**src/pdl_pkg.sv**
```systemverilog
package pdl_pkg;
  // Register indices
  localparam logic [4:0] ADDR_BMC    = 5'h00;
  localparam logic [4:0] ADDR_STS    = 5'h10;
  localparam logic [4:0] ADDR_ICTL   = 5'h11;
  localparam logic [4:0] ADDR_IMS    = 5'h12;
  localparam logic [4:0] ADDR_PAGE   = 5'h13;
  localparam logic [4:0] ADDR_CLEN   = 5'h14;
  localparam logic [4:0] ADDR_FREQ   = 5'h15;
  localparam logic [4:0] ADDR_TENSC  = 5'h1a;
  localparam logic [4:0] ADDR_VCTL   = 5'h1a;
  localparam logic [4:0] ADDR_VDAT   = 5'h1b;
  localparam logic [4:0] ADDR_EDC    = 5'h1d;
  localparam logic [2:0] DIAG_PAGE   = 3'h2;
  // Basic mode control fields
  localparam int BMC_LOOP   = 14;
  localparam int BMC_SPEED  = 13;
  localparam int BMC_NEGOTIATION_ENABLE_STRAP  = 12;
  localparam int BMC_PDN    = 11;
  localparam int BMC_ISO    = 10;
  localparam int BMC_DUPLEX = 8;
  localparam logic [15:0] BMC_RESET = 16'h3000;
  // Status fields
  localparam int STS_LINK   = 0;
  localparam int STS_SPD10  = 1;
  localparam int STS_DUPLEX = 2;
  localparam int STS_LOOP   = 3;
  localparam int STS_POL    = 12;
  localparam int STS_MDIX   = 14;
  localparam int TEN_POL    = 4;
  // Interrupt control and sources
  localparam int ICTL_OE    = 0;
  localparam int ICTL_EN    = 1;
  localparam int SRC_SPEED  = 3;
  localparam int SRC_DUPLEX = 4;
  localparam int SRC_LINK   = 5;
  localparam int SRC_ENERGY = 6;
  localparam int PEND_LSB   = 8;
  // Energy detect, frequency and variance controls
  localparam int EDC_EN     = 15;
  localparam int FREQ_SEL   = 8;
  localparam int VCTL_EN    = 15;
  localparam int VCTL_T_LSB = 1;
  localparam int CLK_MHZ    = 100;
  localparam int VAR_STEP_MS       = 2;
  localparam int ED_PULSE_PERIOD_US = 1000;
  localparam int ED_PULSE_CYCLES    = ED_PULSE_PERIOD_US * CLK_MHZ;
  localparam int VAR_STEP_CYCLES    = VAR_STEP_MS * 1000 * CLK_MHZ;

  typedef struct packed {
    logic       en;
    logic       er;
    logic [3:0] d;
  } pdl_mii_s;

  typedef struct packed {
    logic        speed_100;
    logic        link_up;
    logic        an_done;
    logic        an_full;
    logic        pol_inv;
    logic        mdix;
    logic        energy;
    logic [15:0] cable_len;
    logic [7:0]  freq_off;
    logic [7:0]  freq_ctl;
  } pdl_line_s;
endpackage : pdl_pkg
```
**src/pdl_mode_status.sv**
```systemverilog
`timescale 1ns/100ps
// What this block does
// - Half duplex: carrier on transmit or receive
// - Full duplex: no collision, carrier from receive (transmit in loopback)
// - Other MII signals independent of duplex
// - Control bit 8 selects duplex when forced
// - Fiber strap loads duplex from ability strap
// - Loopback routes transmit to receive, media silent
// - Loopback state shown in status bit 3
// - Shared pin input by default, OE makes output
// - Pin low as input forces power-down
// - Registers served in power-down; OE exits pin power-down
// - Interrupts off at reset, enable and mask gate
// - Pin driven low on enabled interrupt
// - Status read shows and clears pending sources
// - 0003h and 0060h writes enable link/energy
// - Energy detect low power, wake, pulse
// - Diagnostic page only when selected
// - Polarity in status bit 12 and 10Mb bit 4
// - Crossover state in status bit 14
// - Cable length valid at 100Mb link only
// - Frequency report offset or control value
// - Variance 32-bit sum, selectable window
// - Isolate ignores transmit, tri-states MII
module pdl_mode_status
  import pdl_pkg::*;
#(
  parameter int VAR_STEP = VAR_STEP_CYCLES,
  parameter int ED_PERIOD = ED_PULSE_CYCLES
) (
  input  wire logic        core_clk_in,
  input  wire logic        rst_in,
  input  wire logic [4:0]  reg_addr_in,
  input  wire logic        reg_wr_in,
  input  wire logic        reg_rd_in,
  input  wire logic [15:0] reg_wdata_in,
  output logic      [15:0] reg_rdata_out,
  input  wire logic        strap_fiber_in,
  input  wire logic        negotiation_ability_strap_a_in,
  input  wire logic        negotiation_ability_strap_b_in,
  input  wire logic        negotiation_enable_strap_in,
  input  wire pdl_mii_s    mii_tx_in,
  input  wire pdl_mii_s    line_rx_in,
  input  wire logic        line_col_in,
  input  wire pdl_line_s   line_in,
  input  wire logic [7:0]  var_sample_in,
  output pdl_mii_s         mii_rx_out,
  output logic             mii_crs_out,
  output logic             mii_col_out,
  output logic             mii_oe_out,
  output pdl_mii_s         media_tx_out,
  input  wire logic        powerdown_or_irq_pin_in,
  output logic             powerdown_or_irq_pin_out,
  output logic             powerdown_or_irq_pin_oe_out,
  output logic             power_down_out,
  output logic             ed_low_power_out,
  output logic             ed_pulse_out
);

  logic [15:0] basic_mode_control_reg;
  logic [15:0] interrupt_control_reg;
  logic [7:0]  irq_mask_reg;
  logic [7:0]  irq_pend_reg;
  logic [7:0]  irq_pend_next;
  logic [2:0]  register_page_select_reg;
  logic [15:0] energy_detect_control_reg;
  logic [15:0] variance_control_reg;
  logic [15:0] freq_sel_reg;
  logic        strap_load_reg;
  logic        fiber_reg;
  logic [15:0] rdata_next;
  logic        diag_page;
  logic        full_duplex;
  logic        diag_valid;
  logic        pin_pdn;
  logic        pdn;
  logic        irq;
  logic [3:0]  prev_reg;
  logic        evt_arm_reg;
  logic [3:0]  now_state;
  logic [31:0] var_acc_reg;
  logic [31:0] var_sum_reg;
  logic [31:0] var_snap_reg;
  logic        var_half_reg;
  logic [31:0] var_cnt_reg;
  logic [31:0] var_win;
  logic [31:0] ed_cnt_reg;
  logic        ed_low;
  logic [15:0] sts_word;

  // forced duplex unless negotiation resolved it (never in fiber)
  assign full_duplex = (basic_mode_control_reg[BMC_NEGOTIATION_ENABLE_STRAP] && !fiber_reg && line_in.an_done)
                       ? line_in.an_full : basic_mode_control_reg[BMC_DUPLEX];
  assign diag_page   = (register_page_select_reg == DIAG_PAGE);
  assign diag_valid  = line_in.speed_100 && line_in.link_up;
  // pin low only counts while it is an input
  assign pin_pdn     = !interrupt_control_reg[ICTL_OE] && !powerdown_or_irq_pin_in;
  assign pdn         = basic_mode_control_reg[BMC_PDN] || pin_pdn;
  assign ed_low      = energy_detect_control_reg[EDC_EN] && !line_in.energy;
  assign irq         = interrupt_control_reg[ICTL_EN] && |(irq_pend_reg & irq_mask_reg);
  assign var_win     = VAR_STEP * (32'(variance_control_reg[VCTL_T_LSB +: 2]) + 32'h1);
  assign now_state   = {ed_low, line_in.link_up, full_duplex, line_in.speed_100};

  always_comb begin
    sts_word = 16'h0;
    sts_word[STS_LINK]   = line_in.link_up;
    sts_word[STS_SPD10]  = !line_in.speed_100;
    sts_word[STS_DUPLEX] = full_duplex;
    sts_word[STS_LOOP]   = basic_mode_control_reg[BMC_LOOP];
    // polarity valid at 10Mb or negotiated 100Mb
    sts_word[STS_POL]    = line_in.pol_inv && (!line_in.speed_100 || line_in.an_done);
    sts_word[STS_MDIX]   = line_in.mdix;
  end

  // Strap capture after reset release
  always_ff @(posedge core_clk_in) begin
    if (rst_in) begin
      strap_load_reg <= 1'b1;
      fiber_reg      <= 1'b0;
    end else begin
      strap_load_reg <= 1'b0;
      if (strap_load_reg) begin
        fiber_reg <= strap_fiber_in;
      end
    end
  end

  // Basic mode control
  always_ff @(posedge core_clk_in) begin
    if (rst_in) begin
      basic_mode_control_reg <= BMC_RESET;
    end else if (strap_load_reg) begin
      // fiber: duplex from strap a, no negotiation
      if (strap_fiber_in) begin
        basic_mode_control_reg[BMC_NEGOTIATION_ENABLE_STRAP]  <= 1'b0;
        basic_mode_control_reg[BMC_DUPLEX] <= negotiation_ability_strap_a_in;
      end else begin
        basic_mode_control_reg[BMC_NEGOTIATION_ENABLE_STRAP]  <= negotiation_enable_strap_in;
        basic_mode_control_reg[BMC_DUPLEX] <= negotiation_ability_strap_b_in;
      end
    end else if (reg_wr_in && reg_addr_in == ADDR_BMC) begin
      basic_mode_control_reg <= reg_wdata_in;
      if (fiber_reg) begin
        basic_mode_control_reg[BMC_NEGOTIATION_ENABLE_STRAP] <= 1'b0;
      end
    end
  end

  // Interrupt control, mask, page, energy detect
  always_ff @(posedge core_clk_in) begin
    if (rst_in) begin
      interrupt_control_reg     <= 16'h0;
      irq_mask_reg              <= 8'h0;
      register_page_select_reg  <= 3'h0;
      energy_detect_control_reg <= 16'h0;
      variance_control_reg      <= 16'h0;
      freq_sel_reg              <= 16'h0;
    end else if (reg_wr_in) begin
      case (reg_addr_in)
        // output enable and interrupt enable bits
        ADDR_ICTL: begin
          interrupt_control_reg[ICTL_OE] <= reg_wdata_in[ICTL_OE];
          interrupt_control_reg[ICTL_EN] <= reg_wdata_in[ICTL_EN];
        end
        // low byte holds the source mask
        ADDR_IMS:  irq_mask_reg <= reg_wdata_in[7:0];
        ADDR_PAGE: register_page_select_reg <= reg_wdata_in[2:0];
        default: begin
          if (diag_page && reg_addr_in == ADDR_VCTL) begin
            variance_control_reg <= reg_wdata_in;
          end
          if (diag_page && reg_addr_in == ADDR_FREQ) begin
            freq_sel_reg <= reg_wdata_in;
          end
          if (!diag_page && reg_addr_in == ADDR_EDC) begin
            energy_detect_control_reg <= reg_wdata_in;
          end
        end
      endcase
    end
  end

  // clear on read; a same-cycle event still sets
  always_comb begin
    irq_pend_next = irq_pend_reg;
    if (reg_rd_in && reg_addr_in == ADDR_IMS) begin
      irq_pend_next = 8'h0;
    end
    // Settling from reset and strap load is no event
    if (evt_arm_reg) begin
      irq_pend_next[SRC_SPEED]  = irq_pend_next[SRC_SPEED]  | (prev_reg[0] ^ now_state[0]);
      irq_pend_next[SRC_DUPLEX] = irq_pend_next[SRC_DUPLEX] | (prev_reg[1] ^ now_state[1]);
      irq_pend_next[SRC_LINK]   = irq_pend_next[SRC_LINK]   | (prev_reg[2] ^ now_state[2]);
      irq_pend_next[SRC_ENERGY] = irq_pend_next[SRC_ENERGY] | (prev_reg[3] ^ now_state[3]);
    end
  end

  always_ff @(posedge core_clk_in) begin
    if (rst_in) begin
      irq_pend_reg <= 8'h0;
      prev_reg     <= 4'h0;
      evt_arm_reg  <= 1'b0;
    end else begin
      irq_pend_reg <= irq_pend_next;
      prev_reg     <= now_state;
      evt_arm_reg  <= !strap_load_reg;
    end
  end

  // shared pin: driven low on interrupt once output enabled
  always_ff @(posedge core_clk_in) begin
    if (rst_in) begin
      powerdown_or_irq_pin_oe_out <= 1'b0;
      powerdown_or_irq_pin_out    <= 1'b1;
      power_down_out              <= 1'b0;
    end else begin
      powerdown_or_irq_pin_oe_out <= interrupt_control_reg[ICTL_OE];
      powerdown_or_irq_pin_out    <= !irq;
      // pin or control bit powers down
      power_down_out              <= pdn;
    end
  end

  // energy detect state and periodic pulses
  always_ff @(posedge core_clk_in) begin
    if (rst_in) begin
      ed_cnt_reg       <= 32'h0;
      ed_low_power_out <= 1'b0;
      ed_pulse_out     <= 1'b0;
    end else begin
      ed_low_power_out <= ed_low;
      ed_pulse_out     <= 1'b0;
      if (!energy_detect_control_reg[EDC_EN]) begin
        ed_cnt_reg <= 32'h0;
      end else if (ed_cnt_reg == 32'(ED_PERIOD - 1)) begin
        ed_cnt_reg   <= 32'h0;
        ed_pulse_out <= 1'b1;
      end else begin
        ed_cnt_reg <= ed_cnt_reg + 32'h1;
      end
    end
  end

  always_ff @(posedge core_clk_in) begin
    if (rst_in) begin
      var_acc_reg <= 32'h0;
      var_cnt_reg <= 32'h0;
      var_sum_reg <= 32'h0;
    end else if (!variance_control_reg[VCTL_EN] || !diag_valid) begin
      var_acc_reg <= 32'h0;
      var_cnt_reg <= 32'h0;
    end else if (var_cnt_reg == var_win - 32'h1) begin
      var_sum_reg <= var_acc_reg + 32'(var_sample_in);
      var_acc_reg <= 32'h0;
      var_cnt_reg <= 32'h0;
    end else begin
      var_acc_reg <= var_acc_reg + 32'(var_sample_in);
      var_cnt_reg <= var_cnt_reg + 32'h1;
    end
  end

  // first read snapshots the sum, second returns upper half
  always_ff @(posedge core_clk_in) begin
    if (rst_in) begin
      var_half_reg <= 1'b0;
      var_snap_reg <= 32'h0;
    end else if (reg_rd_in && diag_page && reg_addr_in == ADDR_VDAT) begin
      var_half_reg <= !var_half_reg;
      if (!var_half_reg) begin
        var_snap_reg <= var_sum_reg;
      end
    end
  end

  // diagnostic registers only on the selected page
  always_comb begin
    rdata_next = 16'h0;
    case (reg_addr_in)
      ADDR_BMC:  rdata_next = basic_mode_control_reg;
      ADDR_STS:  rdata_next = sts_word;
      ADDR_ICTL: rdata_next = interrupt_control_reg;
      // pending sources in the upper byte
      ADDR_IMS:  rdata_next = {irq_pend_reg, irq_mask_reg};
      ADDR_PAGE: rdata_next = {13'h0, register_page_select_reg};
      ADDR_CLEN: begin
        if (diag_page && diag_valid) begin
          rdata_next = line_in.cable_len;
        end
      end
      ADDR_FREQ: begin
        if (diag_page) begin
          rdata_next[FREQ_SEL] = freq_sel_reg[FREQ_SEL];
          if (diag_valid) begin
            rdata_next[7:0] = freq_sel_reg[FREQ_SEL] ? line_in.freq_ctl : line_in.freq_off;
          end
        end
      end
      ADDR_TENSC: begin
        if (diag_page) begin
          rdata_next = variance_control_reg;
        end else begin
          rdata_next[TEN_POL] = sts_word[STS_POL];
        end
      end
      ADDR_VDAT: begin
        if (diag_page) begin
          rdata_next = var_half_reg ? var_snap_reg[31:16] : var_sum_reg[15:0];
        end
      end
      ADDR_EDC: begin
        if (!diag_page) begin
          rdata_next = energy_detect_control_reg;
        end
      end
      default: rdata_next = 16'h0;
    endcase
  end

  // register reads served in every power state
  always_ff @(posedge core_clk_in) begin
    if (rst_in) begin
      reg_rdata_out <= 16'h0;
    end else if (reg_rd_in) begin
      reg_rdata_out <= rdata_next;
    end
  end

  // MII datapath
  always_ff @(posedge core_clk_in) begin
    if (rst_in) begin
      mii_rx_out   <= '0;
      mii_oe_out   <= 1'b0;
      media_tx_out <= '0;
    end else begin
      mii_oe_out <= !basic_mode_control_reg[BMC_ISO];
      // loopback to receive, same in either duplex
      mii_rx_out <= basic_mode_control_reg[BMC_LOOP] ? mii_tx_in : line_rx_in;
      // no media data in loopback, isolate or power-down
      if (basic_mode_control_reg[BMC_LOOP] || basic_mode_control_reg[BMC_ISO] || pdn) begin
        media_tx_out <= '0;
      end else begin
        media_tx_out <= mii_tx_in;
      end
    end
  end

  // Carrier and collision reporting
  always_ff @(posedge core_clk_in) begin
    if (rst_in) begin
      mii_crs_out <= 1'b0;
      mii_col_out <= 1'b0;
    end else if (full_duplex) begin
      mii_crs_out <= basic_mode_control_reg[BMC_LOOP] ? mii_tx_in.en : line_rx_in.en;
      mii_col_out <= 1'b0;
    end else begin
      mii_crs_out <= mii_tx_in.en || line_rx_in.en;
      mii_col_out <= line_col_in && !basic_mode_control_reg[BMC_LOOP];
    end
  end

endmodule : pdl_mode_status

```
**config.mk**
```make
export PLATFORM = sky130hd
export DESIGN_NAME = pdl_mode_status
export DESIGN_NICKNAME = d
export VERILOG_FILES = /design/src/pdl_pkg.sv /design/src/pdl_mode_status.sv
export SDC_FILE = /design/constraint.sdc
export NUM_CORES = 1
export LEC_CHECK = 0
export ABC_AREA = 1
export BUFFER_PORTS_ARGS = -buffer_cell sky130_fd_sc_hd__buf_2
export CAP_MARGIN = 15
export CORE_MARGIN = 10
export CORE_UTILIZATION = 44
export DETAILED_ROUTE_END_ITERATION = 7
export PLACE_DENSITY_LB_ADDON = 0.05
export SYNTH_ARGS = -nofsm -noshare
export SYNTH_HDL_FRONTEND = slang
export SYNTH_SLANG_ARGS = --single-unit
```
**constraint.sdc**
```tcl
create_clock -name core_clk_in -period 2.9 [get_ports core_clk_in]
set_input_delay 0.58 -clock core_clk_in [delete_from_list [all_inputs] [get_ports core_clk_in]]
set_output_delay 0.58 -clock core_clk_in [all_outputs]
set_load 0.02 [all_outputs]
```
==> impl_metrics.toml <==
[global_routing]
grtUsageTotal = 0.2074
grt_pass1_vias = 11927
grt_pass1_wl_mm = 61.89
grt_max_degree = 65
antenna_found_initial = 0
grt_overflow = 0

[sta]
tightest_slew_ns = 0.6690
fmax_ghz = 0.3799
period_needed_ns = 2.633
finalSetupViolCount = 0
slew_viol_final = 0
setup_tns_ns = 0
fin_crit_sh = 0.9078
finClkSkew_ns = 0.01014
relSlewSlack = 0.5535
timing_hold_violations_final = 0
rsz0062_at_grt = "no"

[clocking]
numCtsBuffers = 30
clk_latency_ns = 0.55
cts_setup_buffers = 0
clockBufferDepth = 3
htree_levels = 1
cts_sinks = 253
clk_pin_slew_ns = 0.06
cts_tree = "built"
cts_root_buf = "clkbuf_16"

[synth]
synth_compound_area_frac = 0.1049
synth_edf_count = 0
synth_fp_nets = 2067
syn_inst = 1960
ys_seq_area_frac = 0.3983
ys_warn_count = 0
synthArstFlopShare = 0
synth_mux_area_frac = 0.003149
synth_adder_area_share = 0.01732
yosysMostFrequentCell = "nand2_1"
synth-simple-area-share = 0.3700
yosys_most_used_dff = "dfxtp_1"
synth_area_leader_cell = "dfxtp_1"
synth_common_cells = "522 x nand2_1, 355 x nor2_1, 253 x dfxtp_1"
syn_area_um2 = 12710
yosys-top-cells-area = "dfxtp_1 40%, nand2_1 15%, nor2_1 10%"
syn_area_per_cell_um2 = 6.487
synth-xor-area-share = 0.01998
ys_ff_latch = 253
synth_top_family_by_area = "simple AND/OR/NAND/NOR gates"
synth.top_cell.area_share = 0.3983
synth.distinct_cells = 45

[worst_hold_path]
hold_end = "prev_reg[3]"
hold_path_class = "input pin to register"
hold_depth = 2
hp-start = "line_in[32]"

[setup_path]
crit_fanout = 64
cp_slowest_cell = "dfxtp_1"
cp_num_buf_inv = 4
critPathLaunchType = "register"
cp_top_family = "simple AND/OR/NAND/NOR gates"
r2r_start = "variance_control_reg[2]"
ff2ff_path_depth = 14
reg2reg_slack_ns = 0.27
critPathCaptureType = "register"
crit_arrival_ns = 3.06
path_cells = "inv_1 -> ha_1 -> inv_1 -> nand2_1 -> nand2_1 -> inv_1 -> ha_1 -> xnor2_1 -> nor2_1 -> nor2_4 -> nand2_1 -> nand3_2 -> buf_12 -> a21oi_1"
slowest_delay_ns = 0.39
r2r_end = "var_acc_reg[19]"
worstPathRequired_ns = 3.33
worstSetupPathType = "register to register"

[drt]
ant_nets = 0
avgRoutedWirePerCell_um = 15.38
vias = 12439
drt_iter0_markers = 921
drc = 0
first_pass_iters = 6
wl_mm = 38.30
post_drt_via_cell_ratio = 4.996

[power]
vdd_drop_max_uv = 458.9
p_int_mw = 5.998
p_sw_frac = 0.2207
clockPowerShare = 0.503
p_comb_frac = 0.040
power_switching_mw = 1.699
total_leakage_power_nw = 6.226
power.density_nw_per_um2 = 520.9
pwr-share-seq = 0.457
power_mw = 7.697

[floorplanning]
die_y_um = 190.0
io_pins = 126
core_um2 = 28630
die_width_um = 190.0
rows = 62
initial_utilization = 0.4442
dieArea_um2 = 36100

[cells_and_area]
nNetsFinal = 2193
layout.area.seq_um2 = 5065
diodes = 0
syn_to_final_growth_pct = 16.22
fill_cells = 2989
drive_above_1_share = 0.1073
multiInputGateArea_um2 = 6558

[placed_design]
numPortBuffers = 125
gp_congestion = 0.9232
dp_hpwl_mm = 28.98

[run_status]
status = "completed"

[run]
drv_cap = 0
-- layout by cell type, fill, tap and decap left out, types with 6 or more instances in the layout --
master,count
nand3b_1,12
nor2b_1,6
nor2_1,355
nand2_1,522
buf_4,22
xor2_1,19
o21ai_0,112
or2_2,9
dfxtp_1,253
nor3_1,50
inv_1,208
nand4_1,30
nand3_1,117
a21oi_1,134
ha_1,16
xnor2_1,10
nor2_4,6
clkinv_2,6
buf_2,125
clkbuf_16,31
-- power by group through the flow --
stage	Sequential (mW)	Clock [mW]	Combinational, mW
floorplan	3.61	0	0.129
global placement	3.59	0	0.303
detailed placement	3.59	0	0.303
CTS	3.52	3.96	0.304
global route	3.52	4.10	0.334
finish	3.52	3.87	0.304
-- per-layer routing --
| layer | routed length [µm] | GRT usage |
|---|---|---|
| met3 | 2299 | 0.04010 |
| met4 | 1054 | 0.05861 |
| met5 | 0 | 0 |
| met2 | 17680 | 0.3467 |
| met1 | 17260 | 0.2660 |
-- stage by stage --
stage	std cells	util	hold slack, ns	instance area [µm²]	worst slack (ns)
4_1_cts	2490	0.5158	0.1880	14770	0.06842
5_1_grt	2490	0.5162	0.1957	14780	0.03845
3_5_place_dp	2438	0.4804	0.4410	13750	0.1017
3_3_place_gp	2438	0.4804	0.4333	13750	0.1860
2_1_floorplan	1960	-	0.4044	12710	0.4079
6_report	2490	0.5162	0.2075	14780	0.2674
-- logic make-up after synthesis --
family | after synthesis
AOI/OAI and AO/OA | 261
xor gates and xnor gates | 29
adders and majority gates | 17
buffers and inverters | 273
DFF | 253
muxes | 4
and+or+nand+nor | 1123
-- area by class of cell --
class                      instances  area share
inverter                         217     0.05512
timing repair buffer             150     0.05715
tap                              384     0.03251
sequential                       253      0.3428
multi-input combinational       1434      0.4438
clock inverter                    12     0.01118
clock buffer                      40     0.05749
-- what timing repair did --
item / 4_1_cts / 5_1_grt
gates resized for setup: 0 / 4
setup endpoints to repair: 0 / 77
hold buffers: 0 / 0
-- worst max-delay path by stage --
stage	from	to	slack [ns]	cells past startpoint
2_1_floorplan	variance_control_reg[1]	var_sum_reg[21]	0.41	14
3_3_place_gp	variance_control_reg[2]	var_sum_reg[4]	0.19	16
3_5_place_dp	variance_control_reg[2]	var_sum_reg[7]	0.10	16
4_1_cts	variance_control_reg[2]	var_sum_reg[7]	0.07	16
5_1_grt	variance_control_reg[2]	var_sum_reg[15]	0.04	14
6_report	variance_control_reg[2]	var_acc_reg[19]	0.27	14
No activity file was read; power rests on OpenSTA's default activity.
